`src/iqcp_consts.vh`:
```
// constants for the ingress classifier and queue policer
`ifndef IQCP_CONSTS_VH
`define IQCP_CONSTS_VH

// register byte offsets
`define IQCP_OFS_CTRL      8'h00
`define IQCP_OFS_DEFAULTS  8'h04
`define IQCP_OFS_MAPS      8'h08
`define IQCP_OFS_RATE      8'h0c
`define IQCP_OFS_EFF_RATE  8'h10
`define IQCP_OFS_DROPS     8'h14
`define IQCP_OFS_TAGMAP    8'h40
`define IQCP_TAGMAP_ENTRIES 16

// control register fields
`define IQCP_CTRL_VLAN_AWARE  0
`define IQCP_CTRL_TAG_CLASS   1
`define IQCP_CTRL_CODE_POINT  2
`define IQCP_CTRL_POL_EN      3
`define IQCP_CTRL_UNIT_MBPS   4
`define IQCP_CTRL_RST         5'h00

// defaults register fields
`define IQCP_DEF_COS_LSB      0
`define IQCP_DEF_DPL_LSB      4
`define IQCP_DEF_PCP_LSB      8
`define IQCP_DEF_DEI          12
`define IQCP_DEF_CID_LSB      16
`define IQCP_DEF_GRP_LSB      20
`define IQCP_DEFAULTS_RST     32'h0000_0000

// map selection register fields
`define IQCP_MAP_ING_LSB      0
`define IQCP_MAP_ING_EN       15
`define IQCP_MAP_EGR_LSB      16
`define IQCP_MAP_EGR_EN       31
`define IQCP_MAPS_RST         32'h0000_0000

// policer rate limits and granularity
`define IQCP_RATE_RST         24'h0001f4
`define IQCP_KBPS_MIN         24'd25
`define IQCP_KBPS_MAX         24'd13128147
`define IQCP_MBPS_MIN         24'd1
`define IQCP_MBPS_MAX         24'd13128
`define IQCP_KBPS_PER_MBPS    24'd1000
`define IQCP_RATE_STEP        24'd25
`define IQCP_COST_PER_BYTE    10'd320
`define IQCP_BUCKET_MAX       25'd4915200

// refill tick timing
`define IQCP_CLK_NS           25
`define IQCP_TICK_NS          1000
`define IQCP_TICK_CYCLES      ((`IQCP_TICK_NS + `IQCP_CLK_NS - 1) / `IQCP_CLK_NS)

`endif

```
`src/iqcp_top.v`:
```
// single-port ingress classifier, queue policer and register slave
//
// Our own choices: the Wishbone interface to the registers and the register addresses.
`timescale 1ns/1ps
`default_nettype none
`include "iqcp_consts.vh"

module iqcp_top (
   input  wire        clk_i,                    // 40 MHz system clock
   input  wire        rst_i,                    // synchronous, active high
   input  wire        wb_cyc_i,                 // wishbone cycle
   input  wire        wb_stb_i,                 // wishbone strobe
   input  wire        wb_we_i,                  // wishbone write
   input  wire [7:0]  wb_adr_i,                 // byte address
   input  wire [31:0] wb_dat_i,                 // write data
   input  wire [3:0]  wb_sel_i,                 // byte enables
   output wire [31:0] wb_dat_o,                 // read data
   output wire        wb_ack_o,                 // acknowledge
   input  wire        frm_valid_i,              // frame descriptor pulse
   input  wire        frm_tagged_i,             // frame carries a vlan tag
   input  wire [2:0]  frm_pcp_i,                // tag priority code point
   input  wire        frm_dei_i,                // tag drop eligible bit
   input  wire        frm_is_ip_i,              // frame is ip
   input  wire [5:0]  frm_dscp_i,               // ip code point
   input  wire [13:0] frm_len_i,                // frame length in bytes
   input  wire        qcl_hit_i,                // qos_control_list match
   input  wire [2:0]  qcl_cos_i,                // service class from list
   input  wire [1:0]  qcl_dpl_i,                // precedence from list
   output wire        res_valid_o,              // result pulse
   output wire [2:0]  service_class_o,          // queue and priority
   output wire [1:0]  drop_precedence_level_o,  // drop precedence
   output wire [2:0]  pcp_o,                    // classified priority code
   output wire        dei_o,                    // classified drop eligible
   output wire [2:0]  class_identifier_o,       // identifier for rewriting
   output wire [7:0]  ingress_map_id_o,         // ingress map id
   output wire        ingress_map_en_o,         // ingress map selected
   output wire [8:0]  egress_map_id_o,          // egress map id
   output wire        egress_map_en_o,          // egress map selected
   output wire [1:0]  early_discard_group_o,    // discard group
   output wire        drop_o                    // frame discarded by policer
);

   // tag map window base; only the top two address bits pick it out
   localparam [7:0] TAGMAP_BASE = `IQCP_OFS_TAGMAP;

   // byte-lane merge, used by every writable register except the tag map
   function [31:0] iqcp_merge;
      input [31:0] old_v;
      input [31:0] new_v;
      input [3:0]  sel;
      integer      b;
      begin
         // untouched lanes keep their old bytes
         iqcp_merge = old_v;
         for (b = 0; b < 4; b = b + 1) begin
            if (sel[b]) begin
               iqcp_merge[b*8 +: 8] = new_v[b*8 +: 8];
            end
         end
      end
   endfunction

   // tag map address decode, used by read and write
   function iqcp_is_tagmap;
      input [7:0] adr;
      begin
         iqcp_is_tagmap = (adr[7:6] == TAGMAP_BASE[7:6]);
      end
   endfunction

   // configuration state
   reg  [4:0]  ctrl_reg;              // mode bits
   reg  [31:0] defaults_reg;          // per-port defaults
   reg  [31:0] maps_reg;              // map selection
   reg  [23:0] rate_reg;              // programmed rate
   reg  [4:0]  tagmap [0:`IQCP_TAGMAP_ENTRIES-1]; // {cos,dpl} per pcp/dei
   reg  [15:0] drops_reg;             // discarded frame count
   reg         ack_reg;               // bus acknowledge
   reg  [31:0] rdat_reg;              // bus read data
   reg  [31:0] rdat_next;             // read mux
   // policer state
   reg  [24:0] bucket_reg;            // credit in 25 millibit units
   reg  [24:0] bucket_next;
   reg  [5:0]  tick_cnt_reg;          // refill divider
   reg  [23:0] eff_kbps_reg;          // enforced rate
   reg  [23:0] eff_kbps_next;
   reg  [23:0] kbps_req;              // clamped request in kbps
   // result registers
   reg         res_valid_reg;
   reg  [2:0]  cos_reg;
   reg  [1:0]  dpl_reg;
   reg  [2:0]  pcp_reg;
   reg         dei_reg;
   reg         drop_reg;
   reg  [2:0]  cos_next;
   reg  [1:0]  dpl_next;
   reg         pass_now;              // frame fits the bucket

   // bus and mode decode
   wire        bus_req   = wb_cyc_i & wb_stb_i;
   wire        bus_wr    = bus_req & wb_we_i & ack_reg;
   wire        aware     = ctrl_reg[`IQCP_CTRL_VLAN_AWARE];
   wire        pol_en    = ctrl_reg[`IQCP_CTRL_POL_EN];
   wire        use_tag   = aware & frm_tagged_i & ctrl_reg[`IQCP_CTRL_TAG_CLASS];
   wire        use_dscp  = ctrl_reg[`IQCP_CTRL_CODE_POINT] & frm_is_ip_i;
   wire [4:0]  map_entry = tagmap[{frm_pcp_i, frm_dei_i}];
   // policer arithmetic, sized to the bucket, with one extra carry bit on the refill sum
   wire        tick      = (tick_cnt_reg == (`IQCP_TICK_CYCLES - 1));
   wire [24:0] cost      = {11'h000, frm_len_i} * {15'h0000, `IQCP_COST_PER_BYTE};
   wire [24:0] step_cnt  = {1'b0, eff_kbps_reg / `IQCP_RATE_STEP};
   wire [25:0] refill_s  = {1'b0, bucket_reg} + {1'b0, step_cnt};
   wire [24:0] refilled  = (!tick) ? bucket_reg :
                           (refill_s > {1'b0, `IQCP_BUCKET_MAX}) ? `IQCP_BUCKET_MAX : refill_s[24:0];

   // merged write images, cut back to the width each register keeps
   wire [31:0] ctrl_wr   = iqcp_merge({27'h0000000, ctrl_reg}, wb_dat_i, wb_sel_i);
   wire [31:0] rate_wr   = iqcp_merge({8'h00, rate_reg}, wb_dat_i, wb_sel_i);

   // bus acknowledge: one wait cycle, dropped the cycle after it is given
   // a request held past its ack is seen as new and answered two cycles on
   always @(posedge clk_i) begin
      if (rst_i) begin
         ack_reg  <= 1'b0;
         rdat_reg <= 32'h0000_0000;
      end else begin
         ack_reg  <= bus_req & ~ack_reg;
         rdat_reg <= rdat_next;
      end
   end

   // read mux; unmapped offsets answer zero
   // registered, so the data stands in the cycle the ack stands
   always @* begin
      rdat_next = 32'h0000_0000;
      if (iqcp_is_tagmap(wb_adr_i)) begin
         // tag map words sit at four-byte steps
         rdat_next = {27'h0000000, tagmap[wb_adr_i[5:2]]};
      end else begin
         case (wb_adr_i)
            `IQCP_OFS_CTRL:     rdat_next = {27'h0000000, ctrl_reg};
            `IQCP_OFS_DEFAULTS: rdat_next = defaults_reg;
            `IQCP_OFS_MAPS:     rdat_next = maps_reg;
            `IQCP_OFS_RATE:     rdat_next = {8'h00, rate_reg};
            `IQCP_OFS_EFF_RATE: rdat_next = {8'h00, eff_kbps_reg};
            `IQCP_OFS_DROPS:    rdat_next = {16'h0000, drops_reg};
            default:            rdat_next = 32'h0000_0000;
         endcase
      end
   end

   // register writes land on the acknowledged edge only
   always @(posedge clk_i) begin : cfg_wr
      integer i;
      if (rst_i) begin
         ctrl_reg     <= `IQCP_CTRL_RST;
         defaults_reg <= `IQCP_DEFAULTS_RST;
         maps_reg     <= `IQCP_MAPS_RST;
         rate_reg     <= `IQCP_RATE_RST;
         // identity map: class follows pcp, precedence follows dei
         for (i = 0; i < `IQCP_TAGMAP_ENTRIES; i = i + 1) begin
            tagmap[i] <= {i[3:1], 1'b0, i[0]};
         end
      end else if (bus_wr) begin
         if (iqcp_is_tagmap(wb_adr_i)) begin
            // entries are five bits wide, so only the low lane counts
            if (wb_sel_i[0]) begin
               tagmap[wb_adr_i[5:2]] <= wb_dat_i[4:0];
            end
         end else begin
            case (wb_adr_i)
               `IQCP_OFS_CTRL: begin
                  ctrl_reg <= ctrl_wr[4:0];
               end
               `IQCP_OFS_DEFAULTS: begin
                  defaults_reg <= iqcp_merge(defaults_reg, wb_dat_i, wb_sel_i) & 32'h0037_1737;
               end
               `IQCP_OFS_MAPS: begin
                  maps_reg <= iqcp_merge(maps_reg, wb_dat_i, wb_sel_i) & 32'h81ff_80ff;
               end
               `IQCP_OFS_RATE: begin
                  // stored as written; clamping happens on the way to the bucket
                  rate_reg <= rate_wr[23:0];
               end
               default: begin
                  // read-only or unmapped: write ignored
               end
            endcase
         end
      end
   end

   // requested rate in kbps, clamped to the legal window of its unit
   // clamping instead of refusing keeps the request legal; rounding up can still lift a kbps rate to 13128150
   always @* begin
      kbps_req = `IQCP_KBPS_MIN;
      if (ctrl_reg[`IQCP_CTRL_UNIT_MBPS]) begin
         // Mbps window checked first, then scaled to kbps
         if (rate_reg < `IQCP_MBPS_MIN) begin
            kbps_req = `IQCP_KBPS_PER_MBPS;
         end else if (rate_reg > `IQCP_MBPS_MAX) begin
            kbps_req = `IQCP_MBPS_MAX * `IQCP_KBPS_PER_MBPS;
         end else begin
            kbps_req = rate_reg * `IQCP_KBPS_PER_MBPS;
         end
      end else begin
         // kbps unit: used as written inside its window
         if (rate_reg < `IQCP_KBPS_MIN) begin
            kbps_req = `IQCP_KBPS_MIN;
         end else if (rate_reg > `IQCP_KBPS_MAX) begin
            kbps_req = `IQCP_KBPS_MAX;
         end else begin
            kbps_req = rate_reg;
         end
      end
      // round up to a whole step; the top limit is itself below a step boundary
      eff_kbps_next = ((kbps_req + `IQCP_RATE_STEP - 24'd1) / `IQCP_RATE_STEP) * `IQCP_RATE_STEP;
   end

   // enforced rate registered to keep the divide off the bucket path
   always @(posedge clk_i) begin
      if (rst_i) begin
         eff_kbps_reg <= `IQCP_RATE_RST; // reset rate is already a whole step
      end else begin
         eff_kbps_reg <= eff_kbps_next;
      end
   end

   // one microsecond refill tick
   // forty cycles at 40 MHz; another clock needs the tick constants changed
   always @(posedge clk_i) begin
      if (rst_i) begin
         tick_cnt_reg <= 6'h00;
      end else if (tick) begin
         // wrap on the last count
         tick_cnt_reg <= 6'h00;
      end else begin
         tick_cnt_reg <= tick_cnt_reg + 6'h01;
      end
   end

   // token bucket; full while disabled so enabling starts with a burst allowance
   // a frame passes only if its whole length is covered; no partial credit
   // limitation: one bucket for the port, queues are not policed apart
   always @* begin
      pass_now    = (refilled >= cost);
      bucket_next = refilled;
      if (!pol_en) begin
         bucket_next = `IQCP_BUCKET_MAX;
      end else if (frm_valid_i && pass_now) begin
         bucket_next = refilled - cost;
      end
   end

   // bucket register; reset leaves it full
   always @(posedge clk_i) begin
      if (rst_i) begin
         bucket_reg <= `IQCP_BUCKET_MAX;
      end else begin
         bucket_reg <= bucket_next;
      end
   end

   // classification priority: list hit, then code point, then tag map, then default
   // code point path keeps the default precedence; the field carries none
   always @* begin
      cos_next = defaults_reg[`IQCP_DEF_COS_LSB +: 3];
      dpl_next = defaults_reg[`IQCP_DEF_DPL_LSB +: 2];
      if (qcl_hit_i) begin
         cos_next = qcl_cos_i;
         dpl_next = qcl_dpl_i;
      end else if (use_dscp) begin
         cos_next = frm_dscp_i[5:3];
         dpl_next = defaults_reg[`IQCP_DEF_DPL_LSB +: 2];
      end else if (use_tag) begin
         cos_next = map_entry[4:2];
         dpl_next = map_entry[1:0];
      end
   end

   // result stage, one cycle after the descriptor
   // drop and result pulses last one cycle; class outputs hold to the next frame
   always @(posedge clk_i) begin
      if (rst_i) begin
         res_valid_reg <= 1'b0;
         cos_reg       <= 3'h0;
         dpl_reg       <= 2'h0;
         pcp_reg       <= 3'h0;
         dei_reg       <= 1'b0;
         drop_reg      <= 1'b0;
         drops_reg     <= 16'h0000;
      end else begin
         res_valid_reg <= frm_valid_i;
         if (frm_valid_i) begin
            cos_reg  <= cos_next;
            dpl_reg  <= dpl_next;
            // tag values kept for tagged frames on aware ports, defaults elsewhere
            pcp_reg  <= (aware & frm_tagged_i) ? frm_pcp_i : defaults_reg[`IQCP_DEF_PCP_LSB +: 3];
            dei_reg  <= (aware & frm_tagged_i) ? frm_dei_i : defaults_reg[`IQCP_DEF_DEI];
            drop_reg <= pol_en & ~pass_now;
            // counter saturates instead of wrapping
            // only frames refused while enabled are counted
            if (pol_en && !pass_now && drops_reg != 16'hffff) begin
               drops_reg <= drops_reg + 16'h0001;
            end
         end else begin
            // no frame: drop pulse ends
            drop_reg <= 1'b0;
         end
      end
   end

   // outputs straight from flops or configuration, no logic after them
   assign wb_ack_o                = ack_reg;
   assign wb_dat_o                = rdat_reg;
   assign res_valid_o             = res_valid_reg;
   assign service_class_o         = cos_reg;
   assign drop_precedence_level_o = dpl_reg;
   assign pcp_o                   = pcp_reg;
   assign dei_o                   = dei_reg;
   assign class_identifier_o      = defaults_reg[`IQCP_DEF_CID_LSB +: 3];
   assign ingress_map_id_o        = maps_reg[`IQCP_MAP_ING_LSB +: 8];
   assign ingress_map_en_o        = maps_reg[`IQCP_MAP_ING_EN];
   assign egress_map_id_o         = maps_reg[`IQCP_MAP_EGR_LSB +: 9];
   assign egress_map_en_o         = maps_reg[`IQCP_MAP_EGR_EN];
   assign early_discard_group_o   = defaults_reg[`IQCP_DEF_GRP_LSB +: 2];
   assign drop_o                  = drop_reg;

endmodule // iqcp_top

`default_nettype wire

```
`config.mk`:
```
export PLATFORM = sky130hd
export DESIGN_NAME = iqcp_top
export DESIGN_NICKNAME = d
export VERILOG_FILES = /design/src/iqcp_top.v
export VERILOG_INCLUDE_DIRS = /design/src /design/src/src
export SDC_FILE = /design/constraint.sdc
export NUM_CORES = 1
export LEC_CHECK = 0
export ABC_CLOCK_PERIOD_IN_PS = 58600
export BUFFER_PORTS_ARGS = -buffer_cell sky130_fd_sc_hd__buf_2
export CAP_MARGIN = 20
export CORE_MARGIN = 2
export CORE_UTILIZATION = 40
export DETAILED_ROUTE_END_ITERATION = 7
export GPL_ROUTABILITY_DRIVEN = 0
export PLACE_DENSITY = 0.63
export SYNTH_ARGS = -nofsm -noshare
export SYNTH_HDL_FRONTEND = slang
export SYNTH_SLANG_ARGS = --single-unit
```
`constraint.sdc`:
```
create_clock -name clk_i -period 58.6 [get_ports clk_i]
set_input_delay 5.86 -clock clk_i [delete_from_list [all_inputs] [get_ports clk_i]]
set_output_delay 5.86 -clock clk_i [all_outputs]
set_load 0.005 [all_outputs]
```
==> impl_results.rst, run 1 <==
.. list-table::
   :header-rows: 1

   * - Metric
     - Value
   * - Result of the run
     - completed
   * - Number of nets with antenna violations after routing
     - 0
   * - Count of placed standard cells in the final layout, fillers left out
     - between 4000 and 5000
   * - H-tree lvl count
     - 1
   * - Post-route worst hold slack
     - ~0.45 ns
   * - Post-placement cell count
     - slightly above 4000
   * - CP Data Arrival Time
     - between 20 and 30 ns
   * - Most common library cell in the layout ignoring fill and taps
     - nor2_1
   * - Startpoint of the lowest-slack register-to-register path
     - eff_kbps_reg[20]$_SDFF_PP0_
   * - Worst setup margin
     - 29.57 ns
   * - Iteration-0 DRC count of the detailed router
     - between 2000 and 2500
   * - Met3 Usage GRT
     - 0.0195
   * - Max-slew violation count
     - 0
   * - Synth area leader
     - dfxtp_1
   * - Setup WS pre-CTS
     - approximately 30 ns
   * - Die Area
     - about 71000 um^2
   * - Sink count of the clock tree
     - 251
   * - Register area
     - 5830 um^2
   * - Maximum single-stage delay on the critical path
     - approximately 0.76 ns
   * - Post-Synthesis Cells
     - roughly 3200
   * - Capture endpoint of the worst hold path
     - wb_ack_o$_SDFF_PP0_
   * - Clock tree from TritonCTS
     - yes
   * - M1 GR Usage
     - 0.315
   * - Placeable core region
     - a little under 70000 um^2
   * - Startpoint type of the worst setup path
     - register
   * - Post-CTS setup buffers
     - 0
   * - Crit path top cell by count
     - a21oi_1
   * - Hold_buf cts
     - 0
   * - Nets@finish
     - between 3000 and 4000
   * - Slew @ Worst Pin
     - between 1 and 1.5 ns
   * - R2R Path End
     - drops_reg[11]$_SDFFE_PP0P_
   * - Average cell area after synthesis
     - ~8.6 um^2
   * - Setup slack of the worst register-to-register path
     - 29.57 ns
   * - P&R area growth vs syn
     - 8.47%
   * - Flip-flop count of the largest register after layout
     - 80
   * - Starting utilization of the core area
     - 0.403
   * - Pin count of the biggest net entering global routing
     - 80
   * - Most Used Layer, Global Route
     - met2
   * - Finish-stage setup viols
     - 0
   * - Clock transition at path regs
     - 0.06 ns
   * - Relative max-transition margin
     - 0.277
   * - Width of the chip
     - between 200 and 300 um
   * - Startpoint of the most critical hold path
     - wb_ack_o$_SDFF_PP0_
   * - Required time of the critical path
     - about 59 ns
   * - Met2 Use GR
     - 0.383
   * - Final Critical Period
     - roughly 29 ns
   * - Post-layout util
     - 0.438
   * - Warning count from the yosys run
     - 0
   * - Clock Path Buffers
     - 3
   * - Vias per cell
     - 6.00
   * - Worst-Skew Late Latency
     - roughly 0.60 ns
   * - Initial antenna violation count
     - 2
   * - Proportion of synthesized flip-flops having asynchronous set or reset
     - 0
   * - Iteration count of the initial detailed-routing pass
     - 6
   * - Clock buffers created by TritonCTS
     - 29
   * - Global-route wire length before repair
     - between 100 and 150 mm
   * - Number of max-cap violations
     - 0
   * - Largest voltage drop on the vdd net
     - around 0.00003 V
   * - Tightest Hold Check Type
     - reg -> reg
   * - Number of distinct library cell variants in the gate-level netlist after synthesis
     - roughly 130
   * - Area after DPL
     - between 20000 and 30000 um^2
   * - Number of cells traversed by the worst hold path
     - 1
   * - Crit Path Category
     - reg -> reg
   * - Hold Violations, Final
     - 0
   * - Vias in the first global route
     - roughly 24000
   * - Top-level I/O count
     - 150
   * - Via Count
     - ~25000
   * - Buffers & Inverters on Critical Path
     - 6
   * - CP max-delay cell
     - xnor2_1
   * - Worst Reg2Reg Path Length in Cells
     - ~110
   * - Post-synthesis cell area
     - 27600 um^2
   * - Area share of the largest cell type after synthesis
     - 0.124
   * - Final routed DRC violation total
     - 0
   * - #FFs+latches synth
     - between 200 and 300
   * - Total power consumption of the routed design
     - 461 uW
   * - Post-synth EDFFs
     - 80
   * - Area occupied by multi-input gates
     - 20500 um^2
   * - Cell chosen for the clock root
     - clkbuf_16
   * - Post-DP HPWL
     - around 63 mm
   * - Total power density per cell area
     - 15.4 nW/um^2
   * - Maximum fanout count along the critical path
     - 25
   * - GR Overflow Total
     - 0
   * - Leakage power total
     - 12.0 nW
   * - Post-route standard cell area excluding fillers
     - 30000 um^2
   * - Row Count
     - 96
   * - Crit share post-route
     - 0.495
   * - Sequential-to-total area share from yosys stat
     - 0.211
   * - Most used flip-flop cell after synthesis
     - dfxtp_1
   * - Unrepaired setup endpoints after global routing
     - false
   * - Number of gates resized after cts
     - 0
   * - Die height
     - between 200 and 300 um
   * - Fin Clk Skew
     - roughly 0.018 ns
   * - Setup total negative slack
     - 0 ns
   * - Family with the most delay on the worst path
     - compound AO/OA/AOI/OAI gates
   * - Leading cell types in the layout, fill and taps excluded
     - nor2_1, ha_1, inv_1
   * - GR Util All Layers
     - 0.227
   * - Total length of routed wires
     - between 80 and 90 mm
   * - Buffers added on ports
     - between 100 and 150
   * - Fmax achieved
     - ~0.034 GHz
   * - Worst Setup End Kind
     - register
   * - Ranking of synthesized cells by area
     - dfxtp_1, edfxtp_1, ha_1, fa_1, xnor2_1
   * - Filler instances
     - around 6800
   * - Share of layout cells above drive strength 1
     - 0.123
   * - Average wire length per cell after detail routing
     - 19.6 um
metal layers:
metal	vias up	wire [um]	part of all wire
li1	12100	-	-
met1	12100	36900	0.45
met2	772	38500	0.47
met3	102	4400	0.054
met4	0	1850	0.023
met5	-	0	0
cell type report:
type                    count  share of cell area
diodes                      1           0.0000835
well taps                 882              0.0368
flip-flops and latches    251               0.194
clock buffers              37              0.0259
repair buffers            153              0.0273
clock inverters            16             0.00702
multi-input cells        2638               0.684
inverters                 194              0.0243
cell usage after synthesis, types with 16 or more instances:
library cell	count
nor2_1	307
ha_1	191
inv_1	189
nand2_1	182
a21oi_1	173
dfxtp_1	171
xnor2_1	132
o21ai_0	119
clkbuf_1	98
mux2i_1	90
and2_1	84
edfxtp_1	80
nor3_1	79
fa_1	76
or3_1	60
xor2_1	60
a22oi_1	59
a211oi_1	56
nand3_1	56
a21o_1	50
mux4_2	50
nor2b_1	43
o211ai_1	42
or2_2	40
o21bai_1	39
a31oi_1	37
nand2b_1	37
o21a_1	33
nand4_1	31
nor4_1	29
and3_1	25
mux2_2	22
a211o_1	21
buf_2	19
maj3_1	19
o31a_1	18
o31ai_1	17
a22o_1	16
o22ai_1	16
how the worst max path moves through the flow:
| stage | start | end | slack (ns) | depth (start not counted) |
|---|---|---|---|---|
| CTS | eff_kbps_reg[21]$_SDFF_PP0_ | drops_reg[11]$_SDFFE_PP0P_ | 29.56 | 110 |
| global route | eff_kbps_reg[21]$_SDFF_PP0_ | drops_reg[13]$_SDFFE_PP0P_ | 27.10 | 114 |
| global placement | eff_kbps_reg[18]$_SDFF_PP0_ | drops_reg[11]$_SDFFE_PP0P_ | 29.81 | 110 |
| detailed placement | eff_kbps_reg[21]$_SDFF_PP0_ | drops_reg[11]$_SDFFE_PP0P_ | 29.65 | 110 |
| floorplan | eff_kbps_reg[21]$_SDFF_PP0_ | drops_reg[11]$_SDFFE_PP0P_ | 34.59 | 118 |
| finish | eff_kbps_reg[20]$_SDFF_PP0_ | drops_reg[11]$_SDFFE_PP0P_ | 29.57 | 114 |
worst reg2reg max path, delay by kind of cell, from the launching register on:
| family | cells | cell delay [ns] |
|---|---|---|
| AO/OA/AOI/OAI | 70 | 17.12 |
| AND/OR/NAND/NOR | 25 | 5.64 |
| XOR/XNOR | 5 | 2.19 |
| adder cells (fa/ha/maj) | 6 | 1.71 |
| multiplexers | 2 | 0.98 |
| buffers and inverters | 6 | 0.88 |
| flip-flops | 1 | 0.43 |
cells by family (layout without fill, tap and decap cells):
group / after synthesis / in the layout / share of synthesized area
buffers and inverters: 339 / 400 / 0.0489
flip-flops: 251 / 251 / 0.211
AO/OA/AOI/OAI: 931 / 931 / 0.248
XOR/XNOR: 196 / 196 / 0.0635
adder cells (fa/ha/maj): 287 / 287 / 0.149
multiplexers: 166 / 166 / 0.0848
AND/OR/NAND/NOR: 1052 / 1052 / 0.195
other: 1 / 7 / 0.000136
power breakdown:
part | total (mW) | switching (mW) | internal (mW)
registers | 0.184 | 0.00248 | 0.181
logic | 0.0859 | 0.0500 | 0.0359
clock network | 0.192 | 0.0797 | 0.112
total | 0.461 | 0.132 | 0.329
No activity file was read; power rests on OpenSTA's default activity.
==> inputs of run 2 (changes only) <==
- ABC_CLOCK_PERIOD_IN_PS: 58600 -> 25900
- PLACE_DENSITY: 0.63 -> 0.65
- clock period: 58.6 -> 25.9 ns (I/O delays scaled with it)
==> impl_results.rst, run 2 (synthesis gave the netlist of run 1 again) <==
.. list-table::
   :header-rows: 1

   * - Metric
     - Value
   * - GR Util All Layers
     - 0.221 (-0.00607)
   * - Tightest Hold Check Type
     - reg -> reg
   * - Post-DP HPWL
     - 62.6 mm (-1.4%)
   * - Hold_buf cts
     - 0 (unchanged)
   * - Setup WS pre-CTS
     - 0.597 ns (-29.05 ns)
   * - Iteration count of the initial detailed-routing pass
     - 6 (unchanged)
   * - Vias in the first global route
     - 23700 (-0.051%)
   * - Leakage power total
     - 12.4 nW (+3.2%)
   * - Post-route worst hold slack
     - 0.451 ns (-0.000123 ns)
   * - Worst Setup End Kind
     - register
   * - Worst Reg2Reg Path Length in Cells
     - 87 (-24%)
   * - Share of layout cells above drive strength 1
     - 0.151 (+0.0277)
   * - Vias per cell
     - 6.00 (about the same)
   * - Largest voltage drop on the vdd net
     - 0.0000524 V (+70%)
   * - Relative max-transition margin
     - 0.275 (-0.00196)
   * - Routed metal-1 wire length
     - 35.7 mm (-3.4%)
   * - Pin count of the biggest net entering global routing
     - 79 (-1.3%)
   * - Highest routed layer
     - met5
   * - Leading cell types in the layout, fill and taps excluded
     - nor2_1, ha_1, inv_1
   * - Crit share post-route
     - 0.934 (+0.438)
   * - Number of cells traversed by the worst hold path
     - 1 (unchanged)
   * - Finish-stage setup viols
     - 0 (unchanged)
   * - Final routed DRC violation total
     - 0 (unchanged)
   * - Die height
     - 267 um (unchanged)
   * - Total power density per cell area
     - 34.6 nW/um^2 (+120%)
   * - Post-placement cell count
     - 4172 (+1.4%)
   * - Width of the chip
     - 267 um (unchanged)
   * - CP max-delay cell
     - or4_1
   * - Average wire length per cell after detail routing
     - 19.2 um (-2.0%)
   * - Total met2 wirelength after detailed routing
     - 38.4 mm (-0.48%)
   * - Clock transition at path regs
     - 0.07 ns (about the same)
   * - Initial antenna violation count
     - 2 (unchanged)
   * - Sink count of the clock tree
     - 251 (unchanged)
   * - Cell chosen for the clock root
     - clkbuf_16
   * - Result of the run
     - completed
   * - Fin Clk Skew
     - 0.0611 ns (+0.0435 ns)
   * - Starting utilization of the core area
     - 0.403 (unchanged)
   * - Met3 wire length
     - 5.43 mm (+23%)
   * - Top-level I/O count
     - 150 (unchanged)
   * - Max-slew violation count
     - 0 (unchanged)
   * - Total length of routed wires
     - 81.2 mm (-0.67%)
   * - Most common library cell in the layout ignoring fill and taps
     - nor2_1
   * - CP Data Arrival Time
     - 24.61 ns (-4.93 ns)
   * - Startpoint type of the worst setup path
     - register
   * - Clock buffers created by TritonCTS
     - 28 (-3.4%)
   * - Fmax achieved
     - 0.0414 GHz (+20%)
   * - Worst-Skew Late Latency
     - 0.61 ns (about the same)
   * - H-tree lvl count
     - 1 (unchanged)
   * - Global-route wire length before repair
     - 128 mm (-1.9%)
   * - Filler instances
     - 6738 (-0.90%)
   * - Count of placed standard cells in the final layout, fillers left out
     - 4230 (+1.4%)
   * - Slew @ Worst Pin
     - 1.08 ns (+0.00293 ns)
   * - P&R area growth vs syn
     - 11.0%
   * - Worst setup margin
     - 1.72 ns (-27.86 ns)
   * - Number of nets with antenna violations after routing
     - 0 (unchanged)
   * - Register area
     - 5830 um^2 (about the same)
   * - GR Overflow Total
     - 0 (unchanged)
   * - Clock Path Buffers
     - 3 (unchanged)
   * - Die Area
     - 71200 um^2 (unchanged)
   * - Iteration-0 DRC count of the detailed router
     - 2053 (-1.2%)
   * - Nets@finish
     - 3674 (+1.6%)
   * - Maximum single-stage delay on the critical path
     - 0.72 ns (-0.04 ns)
   * - Placeable core region
     - 68500 um^2 (unchanged)
   * - Post-layout util
     - 0.448 (+0.0104)
   * - Crit path top cell by count
     - a21oi_1
   * - Area occupied by multi-input gates
     - 20800 um^2 (+1.3%)
   * - Number of max-cap violations
     - 0 (unchanged)
   * - Hold Violations, Final
     - 0 (unchanged)
   * - Crit Path Category
     - reg -> reg
   * - Required time of the critical path
     - 26.32 ns (-32.79 ns)
   * - Via Count
     - 25400 (+1.4%)
   * - Final Critical Period
     - 24.18 ns (-4.84 ns)
   * - Flip-flop count of the largest register after layout
     - 80 (unchanged)
   * - Row Count
     - 96 (unchanged)
   * - Clock tree from TritonCTS
     - yes
   * - Maximum fanout count along the critical path
     - 12 (-52%)
   * - Buffers added on ports
     - 134 (unchanged)
[run 2: area by class of cell]
cell class | instances | share of cell area
clock buffers | 39 | 0.0262
clock inverters | 13 | 0.00604
well taps | 882 | 0.0360
flip-flops and latches | 251 | 0.190
inverters | 194 | 0.0237
diodes | 1 | 0.0000816
repair buffers | 212 | 0.0410
multi-input cells | 2638 | 0.677
[run 2: worst paths after layout]
path	start	end	slack (ns)
min reg2reg	wb_ack_o$_SDFF_PP0_	wb_ack_o$_SDFF_PP0_	0.45
max	rate_reg[4]$_SDFFE_PP1P_	eff_kbps_reg[23]$_SDFF_PP0_	1.72
min	wb_ack_o$_SDFF_PP0_	wb_ack_o$_SDFF_PP0_	0.45
max reg2reg	rate_reg[4]$_SDFFE_PP1P_	eff_kbps_reg[23]$_SDFF_PP0_	1.72
[run 2: routing by layer]
metal | vias up | GRT usage
met5 | - | 0
met4 | 2 | 0.0481
met3 | 130 | 0.0259
met2 | 836 | 0.375
met1 | 12200 | 0.301
li1 | 12200 | -
[run 2: metrics by stage]
stage	power (mW)	area [um^2]	TNS, ns
after floorplan	0.570	27600	0
after global routing	1.10	30700	-0.290
after CTS	1.06	30400	0
final	1.06	30700	0
after global placement	0.631	29400	0
after detailed placement	0.633	29400	0
[run 2: worst max-delay path, delay by kind of cell, from the launching register on]
family                     cells  cell delay, ns
adders and majority gates     11            4.11
buffers and inverters          4            0.70
muxes                          4            1.33
AOI/OAI and AO/OA             56           14.24
xor gates and xnor gates       2            0.39
DFF                            1            0.61
and+or+nand+nor               10            2.60
[run 2: report_power, final]
| group | internal, mW | switching (mW) |
|---|---|---|
| Combinational | 0.0953 | 0.119 |
| Clock | 0.250 | 0.181 |
| Sequential | 0.410 | 0.00573 |
| Total | 0.755 | 0.305 |
[run 2: timing repair]
action | in CTS | in global routing
endpoints found under the hold margin | 0 | 0
resized for setup | 0 | 59
buffers inserted | 0 | 5
endpoints found under the setup margin | 0 | 44
